==> config.mk <==
export PLATFORM = sky130hd
export DESIGN_NAME = ssp_top
export DESIGN_NICKNAME = d
export VERILOG_FILES = /design/src/verilog/ssp_pkg.sv /design/src/verilog/ssp_top.sv
export VERILOG_INCLUDE_DIRS = /design/src /design/src/verilog
export SDC_FILE = /design/constraint.sdc
export NUM_CORES = 1
export LEC_CHECK = 0
export ABC_AREA = 1
export BUFFER_PORTS_ARGS = -buffer_cell sky130_fd_sc_hd__clkbuf_2
export CORE_AREA = 5 5 135 137
export DETAILED_ROUTE_END_ITERATION = 8
export DIE_AREA = 0 0 140 142
export PLACE_DENSITY = 0.77
export SYNTH_ARGS = -nofsm -noshare
export SYNTH_HDL_FRONTEND = slang
export SYNTH_SLANG_ARGS = --single-unit
==> constraint.sdc <==
create_clock -name aclk -period 2.9 [get_ports aclk]
set_clock_uncertainty 0.15 [all_clocks]
set_input_delay 0.435 -clock aclk [delete_from_list [all_inputs] [get_ports aclk]]
set_output_delay 0.435 -clock aclk [all_outputs]
set_load 0.005 [all_outputs]
==> src/verilog/ssp_params.svh <==
// constants for the synchronous serial port
//
// Contract
// sleep freezes any host transfer in place; it resumes after return to run
// transfer completion raises wake only while the port interrupt is enabled
// spi client shifts on the external clock and flags after 8 bits
// any reset disables the port and aborts the transfer in progress
// spi modes 00,01,10,11 map to polarity/edge 0/1, 0/0, 1/1, 1/0
// sample-phase bit selects where in the bit period input data is sampled
// i2c host and client with general call; start and stop detected and interrupting
// i2c client accepts 7-bit and 10-bit addressing
// address register is own address in client, low seven bits baud reload in host
// completed received byte moves to buffer and sets the port flag
// buffer write loads buffer and shifter together, no transmit double buffer
// status low six bits read-only, top two read-write; control registers read-write
// status bit 7 high disables slew control, low enables it
// status bit 6 high enables smbus input thresholds in i2c
// client data/address bit is 1 after data, 0 after address
// stop-seen bit is 1 when the last condition seen was a stop
// start-seen bit is 1 when the last condition seen was a start
// start-seen and stop-seen clear on reset and when port enable clears
// client direction bit holds last matched read/write bit until start, stop, nack; the code clears it on start and stop only, not on a nack
// host direction bit is 1 while a transmit runs
// update-address bit set when 10-bit client must reload the address register
// buffer-full bit is 1 while the buffer holds a byte
// reading the buffer clears buffer-full; received byte sets the port flag
// serial-side inputs pass a two-stage synchroniser before status uses them
`ifndef SSP_PARAMS_SVH
`define SSP_PARAMS_SVH
`define SSP_OFF_STAT 32'h0000_0000
`define SSP_OFF_CON1 32'h0000_0004
`define SSP_OFF_CON2 32'h0000_0008
`define SSP_OFF_BUF 32'h0000_000C
`define SSP_OFF_ADDR 32'h0000_0010
`define SSP_OFF_IRQ 32'h0000_0014
`define SSP_RESP_OK 2'h0
`define SSP_RESP_ERR 2'h2
`define SSP_C1_WCOL 7
`define SSP_C1_OV 6
`define SSP_C1_EN 5
`define SSP_C1_CKP 4
`define SSP_C2_GCEN 7
`define SSP_C2_ACKST 6
`define SSP_C2_ACKDT 5
`define SSP_C2_ACK_REQUEST 4
`define SSP_C2_RECEIVE_REQUEST 3
`define SSP_C2_PEN 2
`define SSP_C2_RESTART_REQUEST 1
`define SSP_C2_SEN 0
`define SSP_M_SPI_CSS 4'h4
`define SSP_M_SPI_CLI 4'h5
`define SSP_M_I2C_C7 4'h6
`define SSP_M_I2C_C10 4'h7
`define SSP_M_I2C_HOST 4'h8
`define SSP_M_I2C_FW 4'hB
`define SSP_M_I2C_C7SP 4'hE
`define SSP_M_I2C_C10SP 4'hF
`define SSP_DIV_F4 8'h01
`define SSP_DIV_F16 8'h07
`define SSP_DIV_F64 8'h1F
`define SSP_SPI_BITS 4'h8
`define SSP_I2C_BITS 4'h9
`define SSP_ACK_BITS 4'h1
`define SSP_GCALL 8'h00
`define SSP_IDX_BAD 3'h7
`endif

==> src/verilog/ssp_pkg.sv <==
// types of the synchronous serial port
package ssp_pkg;
   typedef enum logic [2:0] {HS_IDLE = 3'h1, HS_BITS = 3'h2, HS_COND = 3'h4} ssp_hs_t;
   typedef enum logic [1:0] {XK_SPI = 2'h0, XK_TX = 2'h1, XK_RX = 2'h2, XK_ACK = 2'h3} ssp_xk_t;
   typedef struct packed {
      logic awr, arr, bv, rv;
      logic [1:0] bresp, rresp;
      logic [31:0] rdata;
      logic [1:0] shi;
      logic [7:0] con1, con2, bufr, addr;
      logic ie, irq, wake, da, sp, st, rw, ua, bf;
      logic cs1, cs2, cs3, ds1, ds2, ds3, ss1, ss2;
      logic [8:0] sh;
      logic [3:0] bitcnt, nbits;
      logic [4:0] tgl;
      ssp_hs_t hs;
      ssp_xk_t xk;
      logic [7:0] div;
      logic pend, cstop;
      logic [1:0] step, cbyte;
      logic cl_on, ack, clk_l, dat_l, clk_o, clk_oe, dat_o, dat_oe, slew, smb;
   } ssp_state_t;
endpackage

==> src/verilog/ssp_top.sv <==
// synchronous serial port: spi host/client, i2c host/client, axi4-lite registers
//
// The implementer's own choices: the AXI4-Lite slave port and the address map.
`include "ssp_params.svh"
module ssp_top import ssp_pkg::*; (
   input wire logic aclk,
   input wire logic aresetn,
   input wire logic [31:0] awaddr,
   input wire logic awvalid,
   output logic awready,
   input wire logic [31:0] wdata,
   input wire logic [3:0] wstrb,
   input wire logic wvalid,
   output logic wready,
   output logic [1:0] bresp,
   output logic bvalid,
   input wire logic bready,
   input wire logic [31:0] araddr,
   input wire logic arvalid,
   output logic arready,
   output logic [31:0] rdata,
   output logic [1:0] rresp,
   output logic rvalid,
   input wire logic rready,
   input wire logic sleep_i,
   input wire logic ser_clk_i,
   input wire logic ser_din_i,
   input wire logic sel_n_i,
   output logic ser_clk_o,
   output logic ser_clk_oe,
   output logic ser_dat_o,
   output logic ser_dat_oe,
   output logic wake_o,
   output logic slew_limit_o,
   output logic smbus_thr_o
);
   // ****************************************
   // helpers
   // ****************************************
   function automatic logic [2:0] reg_idx(input logic [31:0] a);
      case (a)
         `SSP_OFF_STAT: reg_idx = 3'h0;
         `SSP_OFF_CON1: reg_idx = 3'h1;
         `SSP_OFF_CON2: reg_idx = 3'h2;
         `SSP_OFF_BUF: reg_idx = 3'h3;
         `SSP_OFF_ADDR: reg_idx = 3'h4;
         `SSP_OFF_IRQ: reg_idx = 3'h5;
         default: reg_idx = `SSP_IDX_BAD;
      endcase
   endfunction

   // half bit period reload; host i2c and the timer-based spi rate use the address reg
   function automatic logic [7:0] half_reload(input logic [3:0] m, input logic [7:0] a);
      case (m)
         4'h0: half_reload = `SSP_DIV_F4;
         4'h1: half_reload = `SSP_DIV_F16;
         4'h2: half_reload = `SSP_DIV_F64;
         default: half_reload = {1'h0, a[6:0]};
      endcase
   endfunction

   ssp_state_t st_q, st_d;
   logic [3:0] mode;
   logic en, spi_host, spi_cli, i2c_cli, i2c_host, i2c, ten, sp_irq;
   logic idle_polarity, cke, sample_phase_slew, cke_eff, smp_eff, host, ss_ok;
   logic wr_fire, rd_fire, buf_wr, rd_buf, tick, lead, tog, is_in, edge_ev, do_shift, done;
   logic start_ev, stop_ev, scl_rise, scl_fall, tx_done, i2c_in, dlvl;
   logic [2:0] wr_idx, rd_idx;
   logic [7:0] wb, b;

   assign mode = st_q.con1[3:0];
   assign en = st_q.con1[`SSP_C1_EN];
   assign idle_polarity = st_q.con1[`SSP_C1_CKP];
   assign sample_phase_slew = st_q.shi[1];
   assign cke = st_q.shi[0];
   assign spi_host = en & (mode < `SSP_M_SPI_CSS);
   assign spi_cli = en & (mode == `SSP_M_SPI_CSS | mode == `SSP_M_SPI_CLI);
   assign i2c_cli = en & (mode == `SSP_M_I2C_C7 | mode == `SSP_M_I2C_C10 |
                          mode == `SSP_M_I2C_C7SP | mode == `SSP_M_I2C_C10SP);
   assign i2c_host = en & (mode == `SSP_M_I2C_HOST);
   assign i2c = i2c_cli | i2c_host | (en & mode == `SSP_M_I2C_FW);
   assign ten = mode[0];
   assign sp_irq = mode == `SSP_M_I2C_C7SP | mode == `SSP_M_I2C_C10SP;
   assign host = spi_host | i2c_host;
   assign ss_ok = mode == `SSP_M_SPI_CLI | ~st_q.ss2;
   // i2c shifts in on the rising scl edge, like an spi edge-select of one
   assign cke_eff = i2c | cke;
   assign smp_eff = ~i2c & sample_phase_slew;

   assign wr_fire = st_q.awr & awvalid & wvalid;
   assign rd_fire = st_q.arr & arvalid;
   assign wr_idx = reg_idx(awaddr);
   assign rd_idx = reg_idx(araddr);
   assign wb = wdata[7:0];
   assign buf_wr = wr_fire & wstrb[0] & wr_idx == 3'h3;
   assign rd_buf = rd_fire & rd_idx == 3'h3;

   // only the second synchroniser stage and its delayed copy are looked at
   assign start_ev = i2c & st_q.cs2 & st_q.cs3 & st_q.ds3 & ~st_q.ds2;
   assign stop_ev = i2c & st_q.cs2 & st_q.cs3 & ~st_q.ds3 & st_q.ds2;
   assign scl_rise = st_q.cs2 & ~st_q.cs3;
   assign scl_fall = ~st_q.cs2 & st_q.cs3;


   assign tick = st_q.div == 8'h00 & ~sleep_i;
   assign lead = host ? (st_q.clk_l == (i2c ? 1'h0 : idle_polarity)) : (st_q.cs2 != idle_polarity);
   assign tog = host ? (st_q.tgl < {st_q.nbits, 1'h0}) : 1'h1;
   assign edge_ev = st_q.hs == HS_BITS &
                    (host ? tick : spi_cli & ss_ok & (scl_rise | scl_fall));
   assign is_in = tog & (lead ? cke_eff : ~cke_eff);
   assign do_shift = edge_ev & (smp_eff ? st_q.pend : is_in);
   assign i2c_in = st_q.ds2;

   // ****************************************
   // next state
   // ****************************************
   always_comb begin
      st_d = st_q;
      done = 1'h0;
      tx_done = 1'h0;
      b = st_q.sh[7:0];
      dlvl = 1'h1;
      st_d.cs1 = ser_clk_i;
      st_d.cs2 = st_q.cs1;
      st_d.cs3 = st_q.cs2;
      st_d.ds1 = ser_din_i;
      st_d.ds2 = st_q.ds1;
      st_d.ds3 = st_q.ds2;
      st_d.ss1 = sel_n_i;
      st_d.ss2 = st_q.ss1;

      // bus slave
      st_d.awr = ~st_q.awr & ~st_q.bv & awvalid & wvalid;
      st_d.arr = ~st_q.arr & ~st_q.rv & arvalid;
      if (st_q.bv & bready) st_d.bv = 1'h0;
      if (st_q.rv & rready) st_d.rv = 1'h0;
      if (wr_fire) begin
         st_d.bv = 1'h1;
         st_d.bresp = wr_idx == `SSP_IDX_BAD ? `SSP_RESP_ERR : `SSP_RESP_OK;
         if (wstrb[0]) begin
            case (wr_idx)
               3'h0: st_d.shi = wb[7:6];
               3'h1: st_d.con1 = wb;
               3'h2: st_d.con2 = wb;
               3'h4: begin
                  st_d.addr = wb;
                  st_d.ua = 1'h0;
               end
               3'h5: begin
                  st_d.ie = wb[1];
                  if (wb[0]) st_d.irq = 1'h0;
               end
               default: ;
            endcase
         end
      end
      if (rd_fire) begin
         st_d.rv = 1'h1;
         st_d.rresp = rd_idx == `SSP_IDX_BAD ? `SSP_RESP_ERR : `SSP_RESP_OK;
         case (rd_idx)
            3'h0: st_d.rdata = {24'h00_0000, st_q.shi, st_q.da, st_q.sp, st_q.st,
                                st_q.rw, st_q.ua, st_q.bf};
            3'h1: st_d.rdata = {24'h00_0000, st_q.con1};
            3'h2: st_d.rdata = {24'h00_0000, st_q.con2};
            3'h3: st_d.rdata = {24'h00_0000, st_q.bufr};
            3'h4: st_d.rdata = {24'h00_0000, st_q.addr};
            3'h5: st_d.rdata = {30'h0000_0000, st_q.ie, st_q.irq};
            default: st_d.rdata = 32'h0000_0000;
         endcase
         if (rd_idx == 3'h3) st_d.bf = 1'h0;
      end

      st_d.div = tick | st_q.hs == HS_IDLE ? half_reload(mode, st_q.addr) :
                 (sleep_i ? st_q.div : st_q.div - 8'h01);

      // ****************************************
      // host and spi shift engine
      // ****************************************
      case (st_q.hs)
         HS_IDLE: begin
            st_d.tgl = 5'h00;
            st_d.pend = 1'h0;
            if (spi_host) st_d.clk_l = idle_polarity;
            if (buf_wr & (host | spi_cli)) begin
               st_d.sh = {wb, i2c_host};
               st_d.bufr = wb;
               st_d.dat_l = wb[7];
               st_d.bitcnt = 4'h0;
               st_d.nbits = i2c_host ? `SSP_I2C_BITS : `SSP_SPI_BITS;
               st_d.xk = i2c_host ? XK_TX : XK_SPI;
               st_d.hs = HS_BITS;
               if (i2c_host) begin
                  st_d.bf = 1'h1;
                  st_d.rw = 1'h1;
               end
            end else if (i2c_host & (st_q.con2[`SSP_C2_SEN] | st_q.con2[`SSP_C2_RESTART_REQUEST])) begin
               st_d.cstop = 1'h0;
               st_d.step = st_q.con2[`SSP_C2_SEN] ? 2'h2 : 2'h0;
               st_d.hs = HS_COND;
            end else if (i2c_host & st_q.con2[`SSP_C2_PEN]) begin
               st_d.cstop = 1'h1;
               st_d.step = 2'h0;
               st_d.hs = HS_COND;
            end else if (i2c_host & (st_q.con2[`SSP_C2_RECEIVE_REQUEST] | st_q.con2[`SSP_C2_ACK_REQUEST])) begin
               st_d.sh = st_q.con2[`SSP_C2_RECEIVE_REQUEST] ? 9'h1FF : {st_q.con2[`SSP_C2_ACKDT], 8'hFF};
               st_d.dat_l = st_q.con2[`SSP_C2_RECEIVE_REQUEST] | st_q.con2[`SSP_C2_ACKDT];
               st_d.nbits = st_q.con2[`SSP_C2_RECEIVE_REQUEST] ? `SSP_SPI_BITS : `SSP_ACK_BITS;
               st_d.xk = st_q.con2[`SSP_C2_RECEIVE_REQUEST] ? XK_RX : XK_ACK;
               st_d.bitcnt = 4'h0;
               st_d.hs = HS_BITS;
            end
         end
         HS_BITS: begin
            if (buf_wr) st_d.con1[`SSP_C1_WCOL] = 1'h1;
            if (edge_ev) st_d.pend = smp_eff & is_in;
            if (do_shift) begin
               st_d.sh = {st_q.sh[7:0], i2c_in};
               st_d.bitcnt = st_q.bitcnt + 4'h1;
            end
            if (edge_ev & tog & ~is_in) st_d.dat_l = st_d.sh[8];
            if (edge_ev & tog & host) begin
               st_d.clk_l = ~st_q.clk_l;
               st_d.tgl = st_q.tgl + 5'h01;
            end
            done = edge_ev & st_d.bitcnt == st_q.nbits &
                   (~host | st_d.tgl == {st_q.nbits, 1'h0});
            if (done) begin
               st_d.hs = HS_IDLE;
               st_d.bitcnt = 4'h0;
               st_d.irq = 1'h1;
               case (st_q.xk)
                  XK_TX: begin
                     tx_done = 1'h1;
                     st_d.bf = 1'h0;
                     st_d.rw = 1'h0;
                     st_d.con2[`SSP_C2_ACKST] = st_d.sh[0];
                  end
                  XK_ACK: st_d.con2[`SSP_C2_ACK_REQUEST] = 1'h0;
                  default: begin
                     if (st_q.xk == XK_RX) st_d.con2[`SSP_C2_RECEIVE_REQUEST] = 1'h0;
                     if (st_q.bf & ~rd_buf) st_d.con1[`SSP_C1_OV] = 1'h1;
                     else begin
                        st_d.bufr = st_d.sh[7:0];
                        st_d.bf = 1'h1;
                     end
                  end
               endcase
            end
            if (spi_cli & mode == `SSP_M_SPI_CSS & st_q.ss2) st_d.bitcnt = 4'h0;
         end
         HS_COND: begin
            if (tick) begin
               st_d.step = st_q.step + 2'h1;
               case ({st_q.cstop, st_q.step})
                  3'h0: st_d.dat_l = 1'h1;
                  3'h1: st_d.clk_l = 1'h1;
                  3'h2: st_d.dat_l = 1'h0;
                  3'h4: st_d.dat_l = 1'h0;
                  3'h5: st_d.clk_l = 1'h1;
                  3'h6: st_d.dat_l = 1'h1;
                  default: st_d.clk_l = 1'h0;
               endcase
               if ({st_q.cstop, st_q.step} == 3'h3 | {st_q.cstop, st_q.step} == 3'h6) begin
                  st_d.hs = HS_IDLE;
                  st_d.irq = 1'h1;
                  st_d.con2[`SSP_C2_SEN] = 1'h0;
                  st_d.con2[`SSP_C2_RESTART_REQUEST] = 1'h0;
                  st_d.con2[`SSP_C2_PEN] = 1'h0;
               end
            end
         end
         default: st_d.hs = HS_IDLE;
      endcase

      // ****************************************
      // i2c bus conditions and client
      // ****************************************
      if (i2c_cli & scl_rise & st_q.bitcnt < `SSP_SPI_BITS & (st_q.cbyte == 2'h0 | st_q.cl_on)) begin
         st_d.sh = {st_q.sh[7:0], i2c_in};
         st_d.bitcnt = st_q.bitcnt + 4'h1;
      end
      if (i2c_cli & scl_fall & st_q.ack) begin
         st_d.ack = 1'h0;
         st_d.bitcnt = 4'h0;
      end else if (i2c_cli & scl_fall & st_q.bitcnt == `SSP_SPI_BITS) begin
         st_d.bitcnt = 4'h0;
         if (st_q.cbyte == 2'h0 & (b[7:1] == st_q.addr[7:1] |
             (st_q.con2[`SSP_C2_GCEN] & ~ten & b == `SSP_GCALL))) begin
            st_d.cl_on = 1'h1;
            st_d.da = 1'h0;
            st_d.rw = b[0];
            st_d.ua = ten;
            st_d.cbyte = ten & ~b[0] ? 2'h1 : 2'h2;
         end else if (st_q.cbyte == 2'h1 & st_q.cl_on & b == st_q.addr) begin
            st_d.da = 1'h0;
            st_d.ua = 1'h1;
            st_d.cbyte = 2'h2;
         end else if (st_q.cbyte == 2'h2 & st_q.cl_on & ~st_q.rw) begin
            st_d.da = 1'h1;
         end else begin
            st_d.cl_on = 1'h0;
         end
         if (st_d.cl_on) begin
            st_d.irq = 1'h1;
            if (st_q.bf | st_q.con1[`SSP_C1_OV]) begin
               st_d.con1[`SSP_C1_OV] = 1'h1;
            end else begin
               st_d.ack = 1'h1;
               st_d.bufr = b;
               st_d.bf = 1'h1;
            end
         end else begin
            st_d.cbyte = 2'h3;
         end
      end
      if (start_ev | stop_ev) begin
         st_d.st = start_ev;
         st_d.sp = stop_ev;
         if (i2c_cli) begin
            st_d.rw = 1'h0;
            st_d.cl_on = 1'h0;
            st_d.ack = 1'h0;
            st_d.bitcnt = 4'h0;
            st_d.cbyte = stop_ev ? 2'h3 : 2'h0;
            if (sp_irq) st_d.irq = 1'h1;
         end
      end

      // ****************************************
      // port disable and pins
      // ****************************************
      if (~st_d.con1[`SSP_C1_EN]) begin
         st_d.st = 1'h0;
         st_d.sp = 1'h0;
         st_d.hs = HS_IDLE;
         st_d.bitcnt = 4'h0;
         st_d.cl_on = 1'h0;
         st_d.ack = 1'h0;
         st_d.cbyte = 2'h3;
         st_d.clk_l = 1'h1;
         st_d.dat_l = 1'h1;
      end
      dlvl = i2c_cli ? ~st_d.ack : st_d.dat_l;
      st_d.clk_o = ~i2c & st_d.clk_l;
      st_d.clk_oe = spi_host | (i2c_host & ~st_d.clk_l);
      st_d.dat_o = ~i2c & st_d.dat_l;
      st_d.dat_oe = i2c ? ~dlvl & (i2c_host | i2c_cli) : spi_host | (spi_cli & ss_ok);
      st_d.slew = ~sample_phase_slew;
      st_d.smb = i2c & cke;
      st_d.wake = st_q.irq & st_q.ie;
   end

   always_ff @(posedge aclk) begin
      if (!aresetn) begin
         st_q <= '0;
         st_q.hs <= HS_IDLE;
         st_q.cbyte <= 2'h3;
         st_q.clk_l <= 1'h1;
         st_q.dat_l <= 1'h1;
      end else begin
         st_q <= st_d;
      end
   end

   assign awready = st_q.awr;
   assign wready = st_q.awr;
   assign bvalid = st_q.bv;
   assign bresp = st_q.bresp;
   assign arready = st_q.arr;
   assign rvalid = st_q.rv;
   assign rdata = st_q.rdata;
   assign rresp = st_q.rresp;
   assign ser_clk_o = st_q.clk_o;
   assign ser_clk_oe = st_q.clk_oe;
   assign ser_dat_o = st_q.dat_o;
   assign ser_dat_oe = st_q.dat_oe;
   assign wake_o = st_q.wake;
   assign slew_limit_o = st_q.slew;
   assign smbus_thr_o = st_q.smb;
endmodule // ssp_top
* Yosys cells after proc, flatten, opt, wreduce, memory -nomap -nowiden
Cells that the tools add are included.
Operators by class: add/subtract/negate cells 4, bitwise gates (word level) 115, reduce and logical (&&, ||, !) cells 35, order comparisons 3, equal/unequal tests 66, multiplexer cells 163
Operators by type and width (number):
- 32-bit by 4-bit equality test with 1-bit output (second input constant) | 4
- 32-bit by 5-bit equality test with 1-bit output (second input constant) | 4
- 8-bit 2-to-1 mux | 12
- 1-bit 2-to-1 mux | 78
- 17-bit 2-to-1 mux | 4
- 1-bit AND | 66
- 32-bit by 3-bit equality test with 1-bit output (second input constant) | 2
- 32-bit zero test | 2
- 3-bit 2-to-1 mux | 17
- 8-bit one-hot mux with 6 select lines | 1
- 4-bit 2-to-1 mux | 10
- 13-bit 2-to-1 mux | 3
- 3-bit one-hot mux with 6 select lines | 2
- 16-bit 2-to-1 mux | 2
- 3-bit equality test (second input constant) | 10
- 2-bit 2-to-1 mux | 15
- 13-bit one-hot mux with 2 select lines | 1
- 1-bit inverter | 25
- 1-bit OR | 24
- 3-bit by 2-bit equality test with 1-bit output (second input constant) | 7
- 7-bit one-hot mux with 3 select lines | 1
- 3-bit AND reduction | 7
- 4-bit equality test (second input constant) | 5
- 5-bit 2-to-1 mux | 4
- other kinds (42) | 80
Word-level totals: word-level logic and storage cells 438, bits of input ports 111, register bits after elaboration 142, output and inout bits 48

* Longest topological paths before layout
word-level depth 27, depth in mapped cells 23, mapped depth without buffers 21

* Worst setup path after synthesis
OpenSTA, ideal clock, no wires.
path kind input to register, from in araddr[25], to reg st_q (netlist bit rdata[0]), setup time 0.070 ns, slack 0.210 ns, stages 14, buffers on the path 0, arrival time 2.470 ns, cell sequence nor4_1 > nand3_1 > nor2_2 > nand2_1 > ha_1 > nand2_1 > nand2_1 > o22ai_1 > nand2_1 > nor2_2 > nor2_1 > a21oi_2 > o21ai_0 > a21oi_1
On the way: word-level cells in the longest chain between the ends 4, elaborated cells on any way between the ends 14, classes of those cells 10 x eq/ne; 2 x mux; 2 x reduce/logical
Ends and longest elaborated chain:
- start, declared | RTL line ssp_top.sv:18 | input wire logic [31:0] araddr,
- 32-bit by 5-bit equality test with 1-bit output (tied with other cells) | RTL line ssp_top.sv:41 | case (a)
- 3-bit one-hot mux with 6 select lines * | RTL line ssp_top.sv:41
- 3-bit equality test (tied with other cells) | RTL line ssp_top.sv:160 | case (rd_idx)
- 8-bit one-hot mux with 6 select lines * | RTL line ssp_top.sv:160
- end signal, assigned | RTL line ssp_top.sv:361 | st_q <= st_d;
- end, declared | RTL line ssp_top.sv:62 | ssp_state_t st_q, st_d;
Mark *: on every way between the ends. The rest lies on a longest branch, timed or not. A chain may end at the register's enable or synchronous reset.

* Final worst setup path
from reg st_q (netlist bit mode[0]), to reg st_q[98] (netlist name)
On the way: word-level cells in the longest chain between the ends 25, elaborated cells on any way between the ends 67, classes of those cells 1 x order compare; 11 x eq/ne; 19 x mux; 36 x bitwise
Ends and longest elaborated chain:
- 4-bit by 3-bit equality test with 1-bit output (no source line)
- 1-bit OR (no source line) (3 in series)
- 1-bit AND | RTL line ssp_top.sv:78 | assign i2c_cli = en & (mode == `SSP_M_I2C_C7 | mode == `SSP_M_I2C_C10 |
- 1-bit OR (2 in series) | RTL line ssp_top.sv:81 | assign i2c = i2c_cli | i2c_host | (en & mode == `SSP_M_I2C_FW);
- 1-bit 2-to-1 mux | RTL line ssp_top.sv:106 | assign lead = host ? (st_q.clk_l == (i2c ? 1'h0 : idle_polarity)) : (st_q.cs2 != idle_polarity);
- 1-bit equality test | RTL line ssp_top.sv:106
- 1-bit 2-to-1 mux | RTL line ssp_top.sv:106
- 1-bit 2-to-1 mux | RTL line ssp_top.sv:110 | assign is_in = tog & (lead ? cke_eff : ~cke_eff);
- (+5 left out)
- 4-bit equality test | RTL line ssp_top.sv:225 | done = edge_ev & st_d.bitcnt == st_q.nbits &
- 1-bit AND (2 in series) | RTL line ssp_top.sv:225
- 1-bit 2-to-1 mux | RTL line ssp_top.sv:227 | if (done) begin
- 2-bit 2-to-1 mux | RTL line ssp_top.sv:179 | case (st_q.hs)
- 1-bit 2-to-1 mux | RTL line ssp_top.sv:305 | if (st_q.bf | st_q.con1[`SSP_C1_OV]) begin
- 1-bit 2-to-1 mux | RTL line ssp_top.sv:303 | if (st_d.cl_on) begin
- 1-bit 2-to-1 mux | RTL line ssp_top.sv:285 | end else if (i2c_cli & scl_fall & st_q.bitcnt == `SSP_SPI_BITS) begin
- 1-bit 2-to-1 mux * | RTL line ssp_top.sv:282 | if (i2c_cli & scl_fall & st_q.ack) begin
Mark *: on every way between the ends. The rest lies on a longest branch, timed or not. The select of a mux whose other input is x is not followed.

==> run summary <==
The clock sink count came out at 114. The count of cell types in the netlist is 51. The number of setup violations in the final report came out at 0. In this run the power density over the cells is between 400 and 500 nW/um^2. The number of nets with antenna violations after detailed routing is 0.

The area of the core is 16900 sq um. The worst setup slack for register-to-register paths came out at roughly 0.11 ns. The largest buffer count on any clock path is 2. Of all nets on the critical path, the largest fanout is 9.

The number of DRC markers after the initial detailed-route iteration is 966. The net count reported at finish is 1448. The worst-case IR drop observed on VDD is approximately 400 uV. In the routed design, unresolved DRC markers number 0. In this run the clock root is driven by a sky130_fd_sc_hd__clkbuf_16. The synthesis-to-finish area growth is 23.4%. The wire length of the first global-routing pass is 37200 um.

For this run the aggregate overflow at the end of global routing stands at 0. The level count of the clock H-tree is 4. For this run, the number of Yosys warnings is 0.

Summed over all nets, the half-perimeter wirelength after detailed placement is 18100 um. Averaged over all synthesized cells, the footprint is around 6.3 sq um. The flip-flop and latch count after synthesis came out at 114. The combined area of all synthesized cells came out at 7400 sq um.

The pin count of the biggest net entering global routing is 38. The die extent in x came out at about 140 um. The type of the most critical hold path is in2reg.

The overall fraction of global-route tracks in use came out at 23.2%. Along the worst hold path, the cell count comes to 3. The number of flops mapped to enable cells by yosys came out at 0. The worst register-to-register path ends at st_q[98]. The worst endpoint data arrival time came out at 3.00 ns.

Wires add up to 23600 um. The most critical setup path has its startpoint at mode[0]. The post-synthesis cell count is 1170.

The tool flagged a number of max-cap violations equal to 0. The upper clock frequency limit is between 300 and 400 MHz. The critical path is of the reg2reg type. The area of the die came out at 19900 sq um.

The number of antenna violations at the first check in global routing is 0. The I/O pin count came out at 159. The post-route core utilization is 53.9%. The leakage power of the design is approximately 4.3 nW. The hold violation count in the final report is 0.

The total number of vias is roughly 8300. In the routed layout, each cell is associated on average with a via count of ~5.3. The pin slew with the least headroom to its limit came out at 0.979 ns. The via count of the first global-routing pass is 7734. The flow ran to the end, and the final reports show no timing, DRC or antenna violations. The number of iterations in the first detailed-routing pass came out at 6. The per-cell routed wire length is roughly 15 um. The worst hold path terminates at st_d[57]. TritonCTS built the clock tree. The post-route netlist has 19.3% of its cells at a drive strength greater than 1. The antenna cell count is 0. The most common cell after layout, fill and taps aside is sky130_fd_sc_hd__nand2_1. The number of port buffers is roughly 110. The worst register-to-register path has a depth of 19. The initial core utilization is 43.7%. STA classifies the critical path endpoint as a flip-flop.

In the layout the commonest cells are 289 x sky130_fd_sc_hd__nand2_1, 164 x sky130_fd_sc_hd__inv_1, 109 x sky130_fd_sc_hd__dfxtp_1. The startpoint of the most critical hold path is ser_clk_i. The top flip-flop cell by instance count after synthesis is sky130_fd_sc_hd__dfxtp_1. The max-slew violation total from the final report came to 0. In this run the critical register-to-register path is launched from mode[0].

The async set-reset flop share out of synthesis is 0%. After routing the design area is 9130 sq um. The number of cell rows came out at 48. The shortest period the worst path allows is 2.79 ns. The number of buffers added by the clock tree synthesis step is 17. The congestion estimate from routability-driven global placement came to approximately 0.97. The kind of start point of the critical path is a flip-flop.

In this run the cell area measured after placement is roughly 8400 sq um. The required arrival time at the worst endpoint is 3.11 ns. The clock edge transition at the registers on the reported setup and hold paths came out at about 0.060 ns. The worst path uses 96.3% of the clock period. The clock insertion delay at the later pin of the skew report is about 0.43 ns. From bottom edge to top edge, the die measures about 140 um. In this run the tightest slew margin relative to its limit is 34.1%. For this run, the register share of the synthesized area comes to 30.8%.
metrics by stage:
stage / std cells / hold slack, ns / total power [W] / TNS [ns] / setup WS (ns)
final: 1562 / 0.0346 / 0.00394 / 0 / 0.107
after global routing: 1562 / 0.0541 / 0.00406 / -0.339 / -0.0553
after CTS: 1559 / 0.0233 / 0.00396 / 0 / 0.00525
after detailed placement: 1528 / 0.247 / 0.00180 / 0 / 0.00408
after global placement: 1528 / 0.243 / 0.00179 / 0 / 0.0677
after floorplan: 1195 / 0.240 / 0.00172 / 0 / 0.210
power by group:
group,leakage (nW),switching [W],internal [W]
logic,3.08,0.000109,0.0000744
registers,0.924,0.00000609,0.00158
clock network,0.291,0.000778,0.00139
total,4.30,0.000892,0.00304
worst max path at each step:
stage                      end  slack, ns  depth (start not counted)
floorplan             rdata[0]       0.21                         14
global placement      st_q[88]       0.07                         18
detailed placement  ser_dat_oe      0.004                         16
CTS                   st_q[76]      0.005                         18
global route          st_q[98]      -0.06                         19
finish                st_q[98]       0.11                         19
layout make-up:
cell class	count	area, sq um
Clock buffer	19	453
Timing Repair Buffer	176	1070
Sequential cell	114	2290
Fill cell	1653	7800
Inverter	175	662
Clock inverter	12	158
Multi-Input combinational cell	841	4230
Tap cell	225	282
worst max-delay path: stages (launching register included):
cell and delay [ns]:
sky130_fd_sc_hd__dfxtp_1 0.42, sky130_fd_sc_hd__inv_2 0.10, sky130_fd_sc_hd__nand2_1 0.07, sky130_fd_sc_hd__nand2_1 0.05
sky130_fd_sc_hd__nand2_1 0.13, sky130_fd_sc_hd__nand2_2 0.11, sky130_fd_sc_hd__nor2_2 0.16, sky130_fd_sc_hd__inv_1 0.08
sky130_fd_sc_hd__nor2_1 0.19, sky130_fd_sc_hd__nor2_4 0.11, sky130_fd_sc_hd__nand2_4 0.13, sky130_fd_sc_hd__nand2_1 0.06
sky130_fd_sc_hd__nand2_1 0.10, sky130_fd_sc_hd__nand3_2 0.11, sky130_fd_sc_hd__nor2_4 0.18, sky130_fd_sc_hd__nand2_4 0.12
sky130_fd_sc_hd__buf_4 0.16, sky130_fd_sc_hd__nor2_4 0.09, sky130_fd_sc_hd__nand3_2 0.08, sky130_fd_sc_hd__a21oi_1 0.14
routing by layer:
| layer | up-vias | GRT usage [%] | share of wire [%] | wire length [um] |
|---|---|---|---|---|
| met5 | - | 0 | 0 | 0 |
| met4 | 0 | 12.3 | 4.5 | 1050 |
| met3 | 80 | 5.31 | 11 | 2600 |
| met2 | 484 | 37.2 | 44 | 10500 |
| met1 | 3689 | 29.2 | 40 | 9450 |
| li1 | 4080 | - | - | - |
registers in the layout (all words and copies together) (netlist names), 4 cells and up:
signal,flops
st_q,72
b,8
rdata,8
mode,4
st_d,4
cell usage after synthesis (2+ instances only):
master                     instances  area, sq um
sky130_fd_sc_hd__nand2_1         290         1090
sky130_fd_sc_hd__inv_1           165          619
sky130_fd_sc_hd__dfxtp_1         114         2280
sky130_fd_sc_hd__nor2_1          100          375
sky130_fd_sc_hd__a21oi_1          97          485
sky130_fd_sc_hd__o21ai_0          89          445
sky130_fd_sc_hd__nand3_1          60          300
sky130_fd_sc_hd__buf_4            37          278
sky130_fd_sc_hd__clkbuf_1         21         78.8
sky130_fd_sc_hd__nor3_1           21          105
sky130_fd_sc_hd__nand4_1          17          106
sky130_fd_sc_hd__a211oi_1         15          113
sky130_fd_sc_hd__o22ai_1          15         93.8
sky130_fd_sc_hd__ha_1             12          150
sky130_fd_sc_hd__a31oi_1          10         62.6
sky130_fd_sc_hd__a22oi_1           9         67.6
sky130_fd_sc_hd__nor4_1            9         56.3
sky130_fd_sc_hd__xor2_1            9         78.8
sky130_fd_sc_hd__xnor2_1           8         70.1
sky130_fd_sc_hd__inv_2             6         22.5
sky130_fd_sc_hd__nand2_2           5         31.3
sky130_fd_sc_hd__nor2_2            5         31.3
sky130_fd_sc_hd__o211ai_1          5         37.5
sky130_fd_sc_hd__clkinv_1          4         15.0
sky130_fd_sc_hd__nand3_2           4         40.0
sky130_fd_sc_hd__nor2_4            4         45.0
sky130_fd_sc_hd__a41oi_1           3         26.3
sky130_fd_sc_hd__buf_2             3         15.0
sky130_fd_sc_hd__nand2_4           3         33.8
sky130_fd_sc_hd__nand3b_1          3         22.5
sky130_fd_sc_hd__o21bai_1          3         22.5
sky130_fd_sc_hd__and3_1            2         12.5
sky130_fd_sc_hd__buf_1             2         7.51
sky130_fd_sc_hd__buf_6             2         22.5
sky130_fd_sc_hd__o21ai_1           2         10.0
kinds of logic (layout without fill, tap and decap cells):
logic type | after synthesis | in the layout | share of synthesized area, %
compound gates | 258 | 258 | 19.6
xor+xnor | 17 | 17 | 2.01
fa+ha+maj | 12 | 12 | 2.03
buf+inv | 240 | 382 | 14.3
flops | 114 | 114 | 30.8
other cells | 1 | 26 | 0.0506
simple gates | 528 | 528 | 31.2
timing repair:
action / 4_1_cts / 5_1_grt
gates resized for setup: 1 / 30
setup buffers: 0 / 3
setup endpoints to repair: 2 / 27
hold endpoints to repair: 0 / 0
pin swaps: 2 / 7
hold buffers: 0 / 0
Note: power is estimated with default switching activity, not from simulation.
